$ cat config.mk
export PLATFORM = sky130hd
export DESIGN_NAME = low_power_mode_control
export DESIGN_NICKNAME = d
export VERILOG_FILES = /design/src/hdl/lpm_sync.v /design/src/hdl/lpm_warm_counter.v /design/src/hdl/low_power_mode_control.v
export VERILOG_INCLUDE_DIRS = /design/src /design/src/hdl
export SDC_FILE = /design/constraint.sdc
export NUM_CORES = 1
export LEC_CHECK = 0
export ABC_CLOCK_PERIOD_IN_PS = 3000
export BUFFER_PORTS_ARGS = -buffer_cell sky130_fd_sc_hd__clkbuf_2
export CAP_MARGIN = 20
export CORE_ASPECT_RATIO = 1.1
export CORE_MARGIN = 3
export CORE_UTILIZATION = 53
export DETAILED_ROUTE_END_ITERATION = 10
export PLACE_DENSITY_LB_ADDON = 0.2
export SLEW_MARGIN = 20
export SYNTH_ARGS = -nofsm -noshare
export SYNTH_HDL_FRONTEND = slang
export SYNTH_HIERARCHICAL = 1
export SYNTH_SLANG_ARGS = --single-unit
export TNS_END_PERCENT = 10
$ cat constraint.sdc
create_clock -name clk -period 3 [get_ports clk]
set_input_delay 0.6 -clock clk [delete_from_list [all_inputs] [get_ports clk]]
set_output_delay 0.6 -clock clk [all_outputs]
set_load 0.01 [all_outputs]
$ cat src/hdl/low_power_mode_control_defs.vh
// constants for the low-power mode controller: register map, field positions, warm-up counts
// assumes an AHB-Lite slave decoding 32-bit aligned words
//
// Overview of operation
// - writing halt bit enters idle
// - halt write completes, then fetch frozen
// - idle keeps peripheral clocks running
// - enabled interrupt during idle ends idle
// - hardware clears halt bit on idle exit
// - return resumes after idle-entering instruction
// - any reset ends idle
// - stop gates every on-chip clock; code gates core, peripheral and crystal only, not clk or ringOscEn
// - deep halt write enters stop immediately
// - six enabled external interrupts wake stop
// - reset pin always leaves stop
// - supply trip resets in stop when enabled
// - flash warm-up of 65536 cycles after stop
// - crystal warm-up added without ring oscillator; code counts it from stop exit alongside the flash warm-up
// - ring select runs ring, flag shows source
// - oscillator-fail ignores stop-stopped oscillator
`ifndef LOW_POWER_MODE_CONTROL_DEFS_VH
`define LOW_POWER_MODE_CONTROL_DEFS_VH
`define ADDR_POWER_CONTROL 8'h00
`define ADDR_EXT_IRQ_FLAGS 8'h04
`define ADDR_STATUS 8'h08
`define BIT_CPU_HALT 0
`define BIT_DEEP_HALT 1
`define BIT_BANDGAP_EN 2
`define BIT_RING_SEL 1
`define BIT_RING_ACTIVE 3
`define FLASH_WARM_CYCLES 65536
`define XTAL_WARM_CYCLES 65536
`define WARM_CNT_W 17
`endif

$ cat src/hdl/lpm_sync.v
// three-stage synchroniser for an asynchronous level; output changes when stages two and three agree
// assumes the input comes from a pin outside the clk domain
`timescale 1ns/1ps
module lpm_sync
(
	input wire clk,
	input wire sys_rst,
	input wire din,
	output reg dout
);
reg s1;
reg s2;
reg s3;
always @(posedge clk)
begin
	if (sys_rst)
	begin
		s1 <= 1'b0;
		s2 <= 1'b0;
		s3 <= 1'b0;
		dout <= 1'b0;
	end
	else
	begin
		s1 <= din;
		s2 <= s1;
		s3 <= s2;
		if (s2 == s3)
			dout <= s3;
	end
end
endmodule // lpm_sync

$ cat src/hdl/lpm_warm_counter.v
// down counter used for flash and crystal warm-up delays
// assumes load comes from the controller in the clk domain
`timescale 1ns/1ps
`include "low_power_mode_control_defs.vh"
module lpm_warm_counter
(
	input wire clk,
	input wire sys_rst,
	input wire load,
	input wire [`WARM_CNT_W-1:0] loadValue,
	output wire done
);
reg [`WARM_CNT_W-1:0] count;
always @(posedge clk)
begin
	if (sys_rst)
		count <= {`WARM_CNT_W{1'b0}};
	else if (load)
		count <= loadValue;
	else if (count != {`WARM_CNT_W{1'b0}})
		count <= count - {{(`WARM_CNT_W-1){1'b0}}, 1'b1};
end
assign done = (count == {`WARM_CNT_W{1'b0}}) & ~load;
endmodule // lpm_warm_counter

$ cat src/hdl/low_power_mode_control.v
// idle/stop low-power controller with AHB-Lite register access and clock-gating outputs
// assumes cpu signals its fetch point and interrupt return; pins are asynchronous
//
// Added by the designer: the AHB-Lite slave port and the address map.
`timescale 1ns/1ps
`include "low_power_mode_control_defs.vh"
module low_power_mode_control
#(
	parameter [`WARM_CNT_W-1:0] FLASH_WARM = `FLASH_WARM_CYCLES,
	parameter [`WARM_CNT_W-1:0] XTAL_WARM = `XTAL_WARM_CYCLES
)
(
	input wire clk,
	input wire sys_rst,
	input wire hsel,
	input wire [31:0] haddr,
	input wire [1:0] htrans,
	input wire hwrite,
	input wire [2:0] hsize,
	input wire [31:0] hwdata,
	input wire hready,
	output wire hreadyout,
	output wire hresp,
	output reg [31:0] hrdata,
	input wire [5:0] extIrqPin,
	input wire irqPending,
	input wire resetPin,
	input wire supplyBelowTrip,
	input wire oscFailRaw,
	input wire cpuReset,
	output wire cpuHold,
	output wire periphClkEn,
	output wire coreClkEn,
	output wire xtalEn,
	output wire ringOscEn,
	output reg bandgapReset,
	output wire oscFailReset,
	output wire idleWake
);
localparam ST_RUN = 5'b00001;
localparam ST_IDLE = 5'b00010;
localparam ST_STOP = 5'b00100;
localparam ST_FLASH = 5'b01000;
localparam ST_XTAL = 5'b10000;
reg [4:0] state;
reg [4:0] next_state;
reg cpuHaltRequest;
reg deepHaltRequest;
reg bandgapStopResetEnable;
reg ringOscSelect;
reg ringOscActiveFlag;
reg [5:0] extIrqEnable;
reg addrPhase;
reg addrWrite;
reg [7:0] addrOffset;
wire [5:0] extIrqSync;
wire resetPinSync;
wire supplySync;
wire oscFailSync;
wire flashDone;
wire xtalDone;
wire wakeStop;
wire anyReset;
wire regWrite;
reg flashLoad;
reg xtalLoad;
genvar gi;
generate
	for (gi = 0; gi < 6; gi = gi + 1)
	begin : g_irq
		lpm_sync u_sync
		(
			.clk(clk),
			.sys_rst(sys_rst),
			.din(extIrqPin[gi]),
			.dout(extIrqSync[gi])
		);
	end
endgenerate
lpm_sync u_rst_sync
(
	.clk(clk),
	.sys_rst(sys_rst),
	.din(resetPin),
	.dout(resetPinSync)
);
lpm_sync u_sup_sync
(
	.clk(clk),
	.sys_rst(sys_rst),
	.din(supplyBelowTrip),
	.dout(supplySync)
);
lpm_sync u_osc_sync
(
	.clk(clk),
	.sys_rst(sys_rst),
	.din(oscFailRaw),
	.dout(oscFailSync)
);
lpm_warm_counter u_flash
(
	.clk(clk),
	.sys_rst(sys_rst),
	.load(flashLoad),
	.loadValue(FLASH_WARM),
	.done(flashDone)
);
lpm_warm_counter u_xtal
(
	.clk(clk),
	.sys_rst(sys_rst),
	.load(xtalLoad),
	.loadValue(XTAL_WARM),
	.done(xtalDone)
);
// the controller itself keeps running on clk in stop; only gated outputs stop
assign anyReset = resetPinSync | cpuReset;
assign wakeStop = |(extIrqSync & extIrqEnable);
assign hreadyout = 1'b1;
assign hresp = 1'b0;
assign regWrite = addrPhase & addrWrite;
// the write instruction completes before hold rises, so the next fetch is the one frozen
assign cpuHold = (state != ST_RUN) | (ringOscActiveFlag & 1'b0);
// a ring flag left over from the last exit must not reopen peripheral clocks in a new stop
assign periphClkEn = (state == ST_RUN) | (state == ST_IDLE) | (ringOscActiveFlag & (state != ST_STOP))
	| (state == ST_FLASH);
assign coreClkEn = (state == ST_RUN) | (state == ST_FLASH) | (state == ST_XTAL);
assign xtalEn = (state != ST_STOP);
assign ringOscEn = ringOscActiveFlag;
assign oscFailReset = oscFailSync & (state != ST_STOP) & (state != ST_XTAL);
assign idleWake = (state == ST_IDLE) & irqPending;
always @*
begin
	next_state = state;
	flashLoad = 1'b0;
	xtalLoad = 1'b0;
	case (state)
		ST_RUN:
		begin
			if (regWrite && addrOffset == `ADDR_POWER_CONTROL && hwdata[`BIT_DEEP_HALT])
				next_state = ST_STOP;
			else if (regWrite && addrOffset == `ADDR_POWER_CONTROL && hwdata[`BIT_CPU_HALT])
				next_state = ST_IDLE;
		end
		ST_IDLE:
		begin
			if (irqPending)
				next_state = ST_RUN;
		end
		ST_STOP:
		begin
			if (wakeStop || (bandgapStopResetEnable && supplySync))
			begin
				next_state = ST_FLASH;
				flashLoad = 1'b1;
				xtalLoad = 1'b1;
			end
		end
		ST_FLASH:
		begin
			if (flashDone)
				next_state = (ringOscSelect || xtalDone) ? ST_RUN : ST_XTAL;
		end
		ST_XTAL:
		begin
			if (xtalDone)
				next_state = ST_RUN;
		end
		default:
			next_state = ST_RUN;
	endcase
	// a reset out of stop still needs the full warm-up, so the counters start here too
	if (anyReset && state == ST_STOP)
	begin
		flashLoad = 1'b1;
		xtalLoad = 1'b1;
	end
end
always @(posedge clk)
begin
	if (sys_rst)
	begin
		state <= ST_RUN;
		cpuHaltRequest <= 1'b0;
		deepHaltRequest <= 1'b0;
		bandgapStopResetEnable <= 1'b0;
		ringOscSelect <= 1'b0;
		ringOscActiveFlag <= 1'b0;
		extIrqEnable <= 6'h00;
		addrPhase <= 1'b0;
		addrWrite <= 1'b0;
		addrOffset <= 8'h00;
		bandgapReset <= 1'b0;
	end
	else
	begin
		addrPhase <= hsel & hready & htrans[1];
		addrWrite <= hwrite;
		addrOffset <= haddr[7:0];
		bandgapReset <= (state == ST_STOP) & bandgapStopResetEnable & supplySync;
		if (anyReset)
		begin
			state <= (state == ST_STOP || state == ST_FLASH) ? ST_FLASH : ST_RUN;
			cpuHaltRequest <= 1'b0;
			deepHaltRequest <= 1'b0;
			ringOscActiveFlag <= 1'b0;
		end
		else
		begin
			state <= next_state;
			if (state == ST_STOP && next_state == ST_FLASH)
				ringOscActiveFlag <= ringOscSelect;
			else if (ringOscActiveFlag && xtalDone && state == ST_RUN)
				ringOscActiveFlag <= 1'b0;
			if (regWrite && addrOffset == `ADDR_POWER_CONTROL)
			begin
				cpuHaltRequest <= hwdata[`BIT_CPU_HALT] & ~hwdata[`BIT_DEEP_HALT];
				deepHaltRequest <= hwdata[`BIT_DEEP_HALT];
				bandgapStopResetEnable <= hwdata[`BIT_BANDGAP_EN];
			end
			else
			begin
				if (state == ST_IDLE && next_state != ST_IDLE)
					cpuHaltRequest <= 1'b0;
				if (state == ST_STOP && next_state != ST_STOP)
					deepHaltRequest <= 1'b0;
			end
			if (regWrite && addrOffset == `ADDR_EXT_IRQ_FLAGS)
			begin
				ringOscSelect <= hwdata[`BIT_RING_SEL];
				extIrqEnable <= hwdata[13:8];
			end
		end
	end
end
always @(posedge clk)
begin
	if (sys_rst)
		hrdata <= 32'h00000000;
	else if (hsel && hready && htrans[1] && !hwrite)
	begin
		case (haddr[7:0])
			`ADDR_POWER_CONTROL: hrdata <= {29'h0, bandgapStopResetEnable, deepHaltRequest, cpuHaltRequest};
			`ADDR_EXT_IRQ_FLAGS: hrdata <= {18'h0, extIrqEnable, 4'h0, ringOscActiveFlag, 1'b0, ringOscSelect, 1'b0};
			`ADDR_STATUS: hrdata <= {27'h0, state};
			default: hrdata <= 32'h00000000;
		endcase
	end
end
endmodule // low_power_mode_control

[Word level (Yosys, flattened, before mapping)]
Index checks and enable logic that the tools add are counted.
Operators by class
  bitwise gates (word level): 22
  multiplexer cells: 24
  equality and inequality tests: 23
  add/subtract/negate cells: 2
  reduce and logical (&&, ||, !) cells: 34
Operators by type and width (count)
  2-to-1 mux 17 bit: 4
  one-hot mux 14 bit (3 select lines): 1
  2-to-1 mux 5 bit: 8
  zero test 17 bit: 2
  nonzero test 17 bit: 2
  subtractor 17 x 1 -> 17 bit, second input constant: 2
  one-hot mux 5 bit (5 select lines): 1
  equality test 8 x 3 -> 1 bit, second input constant: 2
  zero test 8 bit: 2
  logical AND 1 bit: 14
  bitwise AND 1 bit: 12
  equality test 5 x 4 -> 1 bit, second input constant: 2
  inequality test 5 x 3 -> 1 bit, second input constant: 2
  nonzero test 2 bit: 5
  equality test 1 bit: 9
  2-to-1 mux 1 bit: 9
  equality test 8 x 4 -> 1 bit, second input constant: 1
  bitwise AND 6 bit: 1
  OR 1 bit: 6
  OR reduction 6 bit: 1
  equality test 5 x 1 -> 1 bit, second input constant: 1
  equality test 5 x 2 -> 1 bit, second input constant: 1
  equality test 5 x 3 -> 1 bit, second input constant: 1
  equality test 5 bit, second input constant: 1
  other kinds (9): 15
Storage, ports and cells
  bits of input ports: 85
  output and inout port bits: 42
  flip-flop bits (word level): 129
  word-level logic and storage cells: 157

[Longest topological paths before layout]
Gate-level depths: netlist of run 1.
  depth after elaboration: 16
  gate-level depth with buffers: 10
  gate-level depth less buffers: 9

[Modules after synthesis]
The synthesis of run 1 kept the hierarchy.
Modules (own cells, without submodules)
  low_power_mode_control: instances 1, seq. area each 760.7 sq um, area each 1904.3 sq um, cells each 214
  lpm_warm_counter: instances 2, seq. area each 340.3 sq um, area each 933.4 sq um, cells each 110
  lpm_sync: instances 9, seq. area each 80.1 sq um, area each 112.6 sq um, cells each 10

[Worst setup path after synthesis of run 1]
Ideal clock, no wire load.
  kind: register to register
  start point: register state[3]
  end point: register state[0]
  buffers on the path: 2
  slack: 0.233 ns
  required time: 2.865 ns
  library setup time: 0.135 ns
  clock period less this slack: 2.767 ns
  cell stages (with the launch flop): 11
  data arrival time: 2.631 ns
  cells stage by stage: dfxtp_1 -> buf_6 -> or3_4 -> nor3b_4 -> inv_2 -> a21oi_1 -> clkbuf_1 -> nor2_1 -> a32oi_1 -> o221a_2 -> o211ai_1
Between the ends
  elaborated cells on any way between the ends: 19
  classes of those cells: 5 x eq/ne; 8 x mux; 3 x bitwise; 3 x reduce/logical
RTL lines
  start, declared: RTL line low_power_mode_control.v:45  | reg [4:0] state;
  start signal, assigned: RTL line low_power_mode_control.v:204  | state <= (state == ST_STOP || state == ST_FLASH) ? ST_FLASH : ST_RUN;
  start signal, assigned: RTL line low_power_mode_control.v:211  | state <= next_state;
  equality test 5 x 3 -> 1 bit *: RTL line low_power_mode_control.v:138, low_power_mode_control.v:174
  2-to-1 mux 1 bit / logical AND 1 bit (equally long branches): RTL line low_power_mode_control.v:138, low_power_mode_control.v:174
  2-to-1 mux 1 bit *: RTL line low_power_mode_control.v:174  | if (anyReset && state == ST_STOP)
  via flashLoad: RTL line low_power_mode_control.v:65  | reg flashLoad;
  NOT 1 bit *: RTL line lpm_warm_counter.v:23  | assign done = (count == {`WARM_CNT_W{1'b0}}) & ~load;
  bitwise AND 1 bit *: RTL line lpm_warm_counter.v:23
  via flashDone: RTL line low_power_mode_control.v:60  | wire flashDone;
  2-to-1 mux 5 bit *: RTL line low_power_mode_control.v:162  | if (flashDone)
  one-hot mux 5 bit (5 select lines) *: RTL line low_power_mode_control.v:138  | case (state)
  2-to-1 mux 5 bit *: RTL line low_power_mode_control.v:202  | if (anyReset)
Mark *: on every way through the listed nets, which the timed path passes. The rest lies on a longest branch.
A chain may end at the register's enable or synchronous reset.

[Worst setup path in the final report of run 1]
  start point: register state[3]
  end point: output port oscFailReset
Between the ends
  word-level cells in the longest chain between the ends: 3
  elaborated cells on any way between the ends: 4
  classes of those cells: 2 x eq/ne; 2 x bitwise
RTL lines
  inequality test 5 x 3 -> 1 bit: RTL line low_power_mode_control.v:131  | assign oscFailReset = oscFailSync & (state != ST_STOP) & (state != ST_XTAL);
  bitwise AND 1 bit: RTL line low_power_mode_control.v:131
  bitwise AND 1 bit *: RTL line low_power_mode_control.v:131
  end, declared: RTL line low_power_mode_control.v:37  | output wire oscFailReset,
Every way passes the cells marked *; elsewhere a longest branch is shown, timed or not.

==> results.cfg, run 1 <==
[cts]
cts_buffers = 9
clock-root-buffer = clkbuf_8
clock_latency_ps = 380
cts.clk_slew.worst_paths_ps = 130
postCtsResizedCells = 0
ctsHoldBuffers = 0
cts_tree = done
ctsHtreeMaxLevel = 3
clock_sinks = 108
post_cts_buffers = 0
clk_path_buf_depth = 2

[cells_and_area]
antenna_cells = 0
multi_input_area_um2 = 2520
finalNetCount = 693
finish.utilization_pct = 62.8
most-common-layout-cells = 108 x dfxtp_1, 57 x conb_1, 52 x nor2_1, 52 x clkbuf_2, 39 x nor2b_1
ff_latch_area_um2 = 2160
drive_gt1_share_pct = 16.7
area_growth_pct = 12.7
fillers = 788
layout.cells.non_filler = 722
fin_area_um2 = 5390
layout_commonest_cell = dfxtp_1

[logic_synthesis]
synth_flop_cell = dfxtp_1
asyncSetResetFlopFracSynth_pct = 0
syn_inst = 524
synth.top_cells.by_area = dfxtp_1 45%, nor2b_1 5.1%, nor2_1 4.1%, buf_4 3.8%, a21oi_1 3.2%
synth_top_area_share_pct = 45.2
syn_area_um2 = 4780
netlist.top_cell.by_area = dfxtp_1
synth_seq_cells = 108
seq_area_frac_synth_pct = 45.2
synth_warnings = 6
syn_area_per_cell_um2 = 9.13
ys_types = 62
synth_edf_count = 0

[critical_path]
start_kind = flop
path_delay_family = simple AND/OR/NAND/NOR gates
cp_max_fo = 8
cp.depth = 5
r2r_cells = 7
critical_path_arrival_ps = 1980
critPathKind = reg -> out
cp_cell_sequence = or3_4 > nor3b_4 > inv_2 > and3_2 > clkbuf_2
critPathBufInv = 2
cp.required_ps = 2400
cpMaxStageDelayCell = or3_4
critPathMaxStageDelay_ps = 440
crit_path_end_kind = output port

[drt]
drtAntennaViolNets = 0
via_per_inst = 5.18
dr.first_iter.drc_count = 140
route.vias.total = 3739
drc_errors = 0
drt_pass1_iterations = 4
wl_per_cell_um = 13.0
wirelength_mm = 9.37

[die]
top_level_ports = 127
num_rows = 35
die_area_um2 = 10200
core_area_um2 = 8580
initial_core_util_pct = 55.7
die_h_um = 106
chipWidth_um = 96.6

[power]
ir_drop_mv = 0.458
leakage_nw = 2.19
power_mw = 3.93
powerDensity_nw_per_um2 = 729

[global_route]
grt_pass1_vias = 3646
grt_start_max_net_pins = 35
grt_pass1_wl_mm = 16.3
grt-ovfl-total = 0
antenna_found_initial = 0
gr-usage-all-layers_pct = 19.7

[sta]
timing.hold.ws_ps = 420
maxSlewHeadroom_pct = 54.2
period_needed_ps = 2580
clock.fmax_mhz = 387
worst_pin_slew_ps = 687
rsz0062_at_grt = no
report.final.slew_viol_count = 0
skew_ps = 17.9
setup_viol = 0
finalHoldViolCount = 0
fin_ws_ps = 416
tns_ps = 0
period_share_pct = 86.1

[hold_path]
hold_class = in -> reg
min_path_cells = 2

[status]
status = finished, final reports clean

[place]
dpl_cell_area_um2 = 5180
place.gp.congestion = 0.841
dp_hpwl_mm = 6.77
dp_slack_ps = 462
port_buffers = 52
dp_cells = 706

[flow_run]
max-cap-violations = 0
synthesized netlist by cell type, types with 3 or more instances:
| cell type | n |
|---|---|
| a211oi_1 | 15 |
| o21ai_0 | 11 |
| o32ai_1 | 4 |
| nor3_2 | 3 |
| inv_1 | 11 |
| mux2i_1 | 12 |
| nand3b_1 | 5 |
| nor2b_1 | 39 |
| or3_4 | 3 |
| nand2_1 | 35 |
| xnor2_1 | 15 |
| nor2_1 | 52 |
| or3_1 | 12 |
| nand3_1 | 10 |
| clkbuf_1 | 14 |
| a21oi_1 | 31 |
| o31a_1 | 6 |
| dfxtp_1 | 108 |
| nor3_1 | 21 |
| nand4_1 | 3 |
| or4_4 | 5 |
| buf_4 | 24 |
| nand2b_1 | 7 |
| o211ai_1 | 4 |
| o21ai_1 | 9 |
| xor2_1 | 6 |
| a22oi_1 | 7 |
logic make-up after synthesis:
family | count (synthesis) | synth area share (%)
AND/OR/NAND/NOR | 219 | 26.0
flip-flops | 108 | 45.2
AO/OA/AOI/OAI | 104 | 14.9
buffers and inverters | 54 | 6.43
XOR/XNOR | 21 | 3.84
multiplexers | 14 | 2.98
adder cells (fa/ha/maj) | 2 | 0.523
other | 2 | 0.157
final cells by class:
type | count | area share [%]
Inverter | 12 | 0.835
Clock buffer | 9 | 2.30
Tap cell | 111 | 2.58
Sequential cell | 108 | 40.1
Multi-Input combinational cell | 417 | 46.8
Clock inverter | 7 | 1.69
Timing Repair Buffer | 58 | 5.66
routing by layer:
metal	vias to the layer above	track usage [%]	wire, um
met5	-	0	0
met4	0	5.71	93
met3	10	3.71	316
met2	60	33.0	4700
met1	1722	25.7	4260
li1	1947	-	-
registers in the layout, indices dropped and copies added, names as in the netlist, 5 cells and up:
signal / flops
u_flash/count: 17
u_xtal/count: 17
hrdata: 11
addrOffset: 8
extIrqEnable: 6
g_irq.u_sync/dout: 6
g_irq.u_sync/s1: 6
g_irq.u_sync/s2: 6
g_irq.u_sync/s3: 6
state: 5
power by group:
| part | internal (mW) | leakage (nW) | switching (mW) | total (mW) |
|---|---|---|---|---|
| logic | 0.605 | 1.20 | 0.639 | 1.24 |
| registers | 1.62 | 0.883 | 0.153 | 1.77 |
| clock network | 0.348 | 0.108 | 0.568 | 0.915 |
| total | 2.57 | 2.19 | 1.36 | 3.93 |
worst paths after layout:
check / from / slack (ps) / end
max: state[3] / 420 / oscFailReset
min: extIrqPin[0] / 420 / g_irq[0].u_sync/s1
max reg2reg: u_flash/count[3] / 440 / state[4]
min reg2reg: u_sup_sync/s1 / 460 / u_sup_sync/s2
(Power assumes the default switching activity.)
==> run 2, diff against run 1 <==
ABC_AREA = 1   (was not set)
CORE_UTILIZATION = 54   (was 53)
==> results.cfg, run 2 <==
[place]
dpl_cell_area_um2 = 5720
dp_hpwl_mm = 8.31
port_buffers = 52
dp_slack_ps = 517
place.gp.congestion = 0.908

[cts]
ctsHtreeMaxLevel = 3
clock_latency_ps = 370
clock_sinks = 108
clock-root-buffer = clkbuf_8
clk_path_buf_depth = 2
post_cts_buffers = 0
cts_tree = done
cts.clk_slew.worst_paths_ps = 100
cts_buffers = 9
postCtsResizedCells = 0
ctsHoldBuffers = 0

[sta]
rsz0062_at_grt = no
skew_ps = 7.09
period_needed_ps = 2280
clock.fmax_mhz = 438
report.final.slew_viol_count = 0
tns_ps = 0
finalHoldViolCount = 0
period_share_pct = 76.1
fin_ws_ps = 717
setup_viol = 0

[cells_and_area]
drive_gt1_share_pct = 15.1
layout_commonest_cell = nand2_1
finalNetCount = 928
finish.utilization_pct = 62.5
most-common-layout-cells = 171 x nand2_1, 140 x nor2_1, 108 x dfxtp_1
reg_top3 = u_flash/count: 17 flops, u_xtal/count: 17 flops, hrdata: 11 flops
fin_area_um2 = 5900
antenna_cells = 0
area_growth_pct = 11.7

[hold_path]
hold_end = u_sup_sync/s1
hold_class = in -> reg
worstHoldStart = supplyBelowTrip
min_path_cells = 3

[critical_path]
cp_max_fo = 7
r2r_start = state[0]
critPathKind = reg -> reg
r2r_cells = 16
critical_path_arrival_ps = 2550
reg2reg_slack_ps = 720
crit_path_end_kind = flop
start_kind = flop
cp.required_ps = 3270
reg2reg_to = state[0]

[logic_synthesis]
syn_area_per_cell_um2 = 7.04
syn_area_um2 = 5280
synth_common_cells = 171 x nand2_1, 140 x nor2_1, 108 x dfxtp_1
asyncSetResetFlopFracSynth_pct = 0
synth_seq_cells = 108
ys_types = 44
syn_inst = 751
synth_most_common_cell = nand2_1
seq_area_frac_synth_pct = 40.9
synth.top_cells.by_area = dfxtp_1 41%, nand2_1 12%, nor2_1 9.9%, inv_1 5.8%, nand3_1 5.2%
synth_edf_count = 0
synth_warnings = 6
synth_flop_cell = dfxtp_1
synth_top_area_share_pct = 40.9
netlist.top_cell.by_area = dfxtp_1

[global_route]
grt_pass1_wl_mm = 18.7
grt_start_max_net_pins = 49
antenna_found_initial = 0
grt-ovfl-total = 0
grt_pass1_vias = 4396
gr-usage-all-layers_pct = 21.1

[flow_run]
max-cap-violations = 0

[power]
ir_drop_mv = 0.389
powerDensity_nw_per_um2 = 703
leakage_nw = 2.88
power_mw = 4.15

[drt]
drtAntennaViolNets = 0
wirelength_mm = 10.9
route.vias.total = 4649
via_per_inst = 4.83
wl_per_cell_um = 11.3
dr.first_iter.drc_count = 205
drc_errors = 0
drt_pass1_iterations = 5

[die]
initial_core_util_pct = 55.9
top_level_ports = 127
chipWidth_um = 100
core_area_um2 = 9440
num_rows = 37
die_h_um = 110
die_area_um2 = 11000

[status]
status = finished, final reports clean
[run 2: changes by cell type in the layout (fill, tap and decap cells not counted), sizes merged, moves of 20 or more]
cell,change
nor2,+114
nor2b,-39
nand3,+48
nor3,-20
nand2,+146
inv,+69
[run 2: per-stage QoR]
step,instances,hold slack (ps)
5_1_grt,963,393
2_1_floorplan,806,388
3_5_place_dp,947,394
6_report,963,402
4_1_cts,963,387
3_3_place_gp,947,390
[run 2: worst max-delay path by stage]
stage / startpoint / slack (ps) / endpoint
after floorplan: cpuReset / 430 / state[0]
final: state[0] / 720 / state[0]
after CTS: state[0] / 720 / state[0]
after global routing: state[0] / 430 / state[0]
after global placement: cpuReset / 570 / state[0]
after detailed placement: cpuReset / 520 / state[0]
[run 2: where the power goes]
| group | total [mW] | leakage, nW | internal (mW) | switching, mW |
|---|---|---|---|---|
| Clock | 0.847 | 0.0909 | 0.320 | 0.527 |
| Sequential | 1.71 | 0.883 | 1.58 | 0.124 |
| Combinational | 1.60 | 1.91 | 0.588 | 1.01 |
| Total | 4.15 | 2.88 | 2.49 | 1.66 |
[run 2: metal layers]
metal  track usage [%]  vias to the layer above  routed length [um]
li1                  -                     2443                   -
met1              24.1                     2084                4660
met2              38.2                      104                5530
met3              4.44                       18                 504
met4              8.57                        0                 218
met5                 0                        -                   0
[run 2: final cells by class]
cell class,instances,area [um^2]
Fill cell,908,3540
Timing Repair Buffer,59,325
Inverter,86,328
Clock inverter,6,56.3
Sequential cell,108,2160
Tap cell,117,146
Multi-Input combinational cell,577,2760
Clock buffer,10,128
[run 2: cells by family after synthesis]
family	count (synthesis)	share of synthesized area, %
and+or+nand+nor	429	37.6
buffers and inverters	121	10.9
DFF	108	40.9
AOI/OAI and AO/OA	78	8.17
xor gates and xnor gates	9	1.49
adders and majority gates	2	0.474
other	2	0.142
muxes	2	0.379
[run 2: critical path: stages (launching register included)]
cell	delay, ps
dfxtp_1	400
nor2_4	240
nand4_4	180
inv_2	130
nand2_2	100
o21ai_2	140
nor2_1	130
nand3_4	120
clkinv_1	140
nor2_1	130
a21oi_1	50
nand2_1	80
nand3_1	80
nor2_1	110
nand2_1	50
nand2_1	50
nand2_1	40
==> run 3, diff against run 2 <==
ABC_CLOCK_PERIOD_IN_PS = 2100   (was 3000)
CORE_UTILIZATION = 49   (was 54)
clock period = 2.1 ns   (was 3 ns; I/O delays follow)
==> results.cfg, run 3 (synthesis gave the netlist of run 2 again) <==
[cells_and_area]
reg_top3 = u_flash/count: 17 flops, u_xtal/count: 17 flops, hrdata: 11 flops
fillers = 990
fin_area_um2 = 6230
most-common-layout-cells = 171 x nand2_1, 137 x nor2_1, 108 x dfxtp_1
finish.utilization_pct = 59.7
antenna_cells = 0
area_growth_pct = 18.0
layout_commonest_cell = nand2_1
finalNetCount = 947
drive_gt1_share_pct = 17.7

[power]
power_mw = 6.46
powerDensity_nw_per_um2 = 1040
ir_drop_mv = 0.486
leakage_nw = 3.05

[global_route]
globalRouteMet1Util_pct = 22.2
grt_use_met2_pct = 36.0
grt_pass1_wl_mm = 19.4
use_met3_pct = 3.54
antenna_found_initial = 0
gr-usage-all-layers_pct = 19.4
grt-ovfl-total = 0
grt_busiest_layer = met2
grt_pass1_vias = 4462
grt_start_max_net_pins = 32

[status]
status = finished, final reports clean

[sta]
setup_viol = 0
report.final.slew_viol_count = 0
skew_ps = 9.50
finalHoldViolCount = 0
fin_ws_ps = 50.3
period_share_pct = 97.6
timing.hold.ws_ps = 257
rsz0062_at_grt = yes
period_needed_ps = 2050
clock.fmax_mhz = 488

[cts]
ctsHtreeMaxLevel = 3
cts_buffers = 9
cts.clk_slew.worst_paths_ps = 80
clock-root-buffer = clkbuf_16
clock_latency_ps = 340
ctsHoldBuffers = 0
clock_sinks = 108
cts_tree = done
clk_path_buf_depth = 2

[die]
core_area_um2 = 10400
initial_core_util_pct = 50.6
die_area_um2 = 12100
die_h_um = 115
chipWidth_um = 105
top_level_ports = 127
num_rows = 39

[critical_path]
cp_max_fo = 4
critPathKind = reg -> out
cp.required_ps = 1680
r2r_cells = 17
crit_path_end_kind = output port
start_kind = flop
critical_path_arrival_ps = 1630

[hold_path]
min_path_cells = 3
hold_class = in -> reg

[drt]
drt_pass1_iterations = 4
dr.first_iter.drc_count = 144
drc_errors = 0
wl_per_cell_um = 11.4
wirelength_mm = 11.4
via_per_inst = 4.67
drtAntennaViolNets = 0
route.vias.total = 4704

[place]
place.gp.congestion = 0.922
port_buffers = 52
dpl_cell_area_um2 = 5860
dp_hpwl_mm = 8.62
dp_slack_ps = -30.5

[flow_run]
max-cap-violations = 0
run 3: cell count changes in the layout (fill, tap and decap cells not counted), moves of 2 or more:
cell | before | now
nor2_2 | 18 | 20
clkbuf_8 | 9 | 0
inv_6 | 1 | 3
buf_4 | 6 | 24
clkinv_8 | 0 | 2
clkbuf_16 | 0 | 9
clkinv_4 | 3 | 1
nor2_1 | 140 | 137
run 3: repair_timing:
action,in CTS,in global routing
resized for setup,1,9
buffers inserted,2,3
pin swaps,2,3
setup endpoints to repair,1,10
run 3: path summary, 6_finish.rpt:
path | start | endpoint | slack (ps)
worst max-delay path | state[0] | periphClkEn | 50
worst min-delay path | supplyBelowTrip | u_sup_sync/s1 | 260
worst max register to register | state[0] | state[0] | 80
worst min register to register | g_irq[2].u_sync/s1 | g_irq[2].u_sync/s2 | 410
run 3: worst max-delay path: stages, from the launching register on:
cell      delay, ps
dfxtp_1         360
nor2_4          200
buf_4           150
nand3_1         150
nand3_1         150
a21o_1          140
clkbuf_2        150
run 3: routing by layer:
layer  wire length, um  vias up
li1                  -     2503
met1              5030     2098
met2              5840       86
met3               382       17
met4               190        0
met5                 0        -
run 3: where the power goes:
group          switching [mW]  total [mW]  internal [mW]
registers               0.175        2.44           2.26
logic                    1.46        2.34          0.883
clock network           0.837        1.68          0.846
run 3: area by class of cell:
cell class,instances,area [um^2],area share (%)
tap,143,179,2.87
inverter,86,334,5.36
multi-input combinational,577,2790,44.7
clock buffer,9,225,3.61
timing repair buffer,78,472,7.57
sequential,108,2160,34.7
clock inverter,7,75.1,1.20
run 3: stage by stage:
step,std cells,setup TNS (ps)
floorplan,806,0
global placement,987,0
detailed placement,987,-30.5
CTS,1005,0
global route,1008,-74.3
finish,1008,0
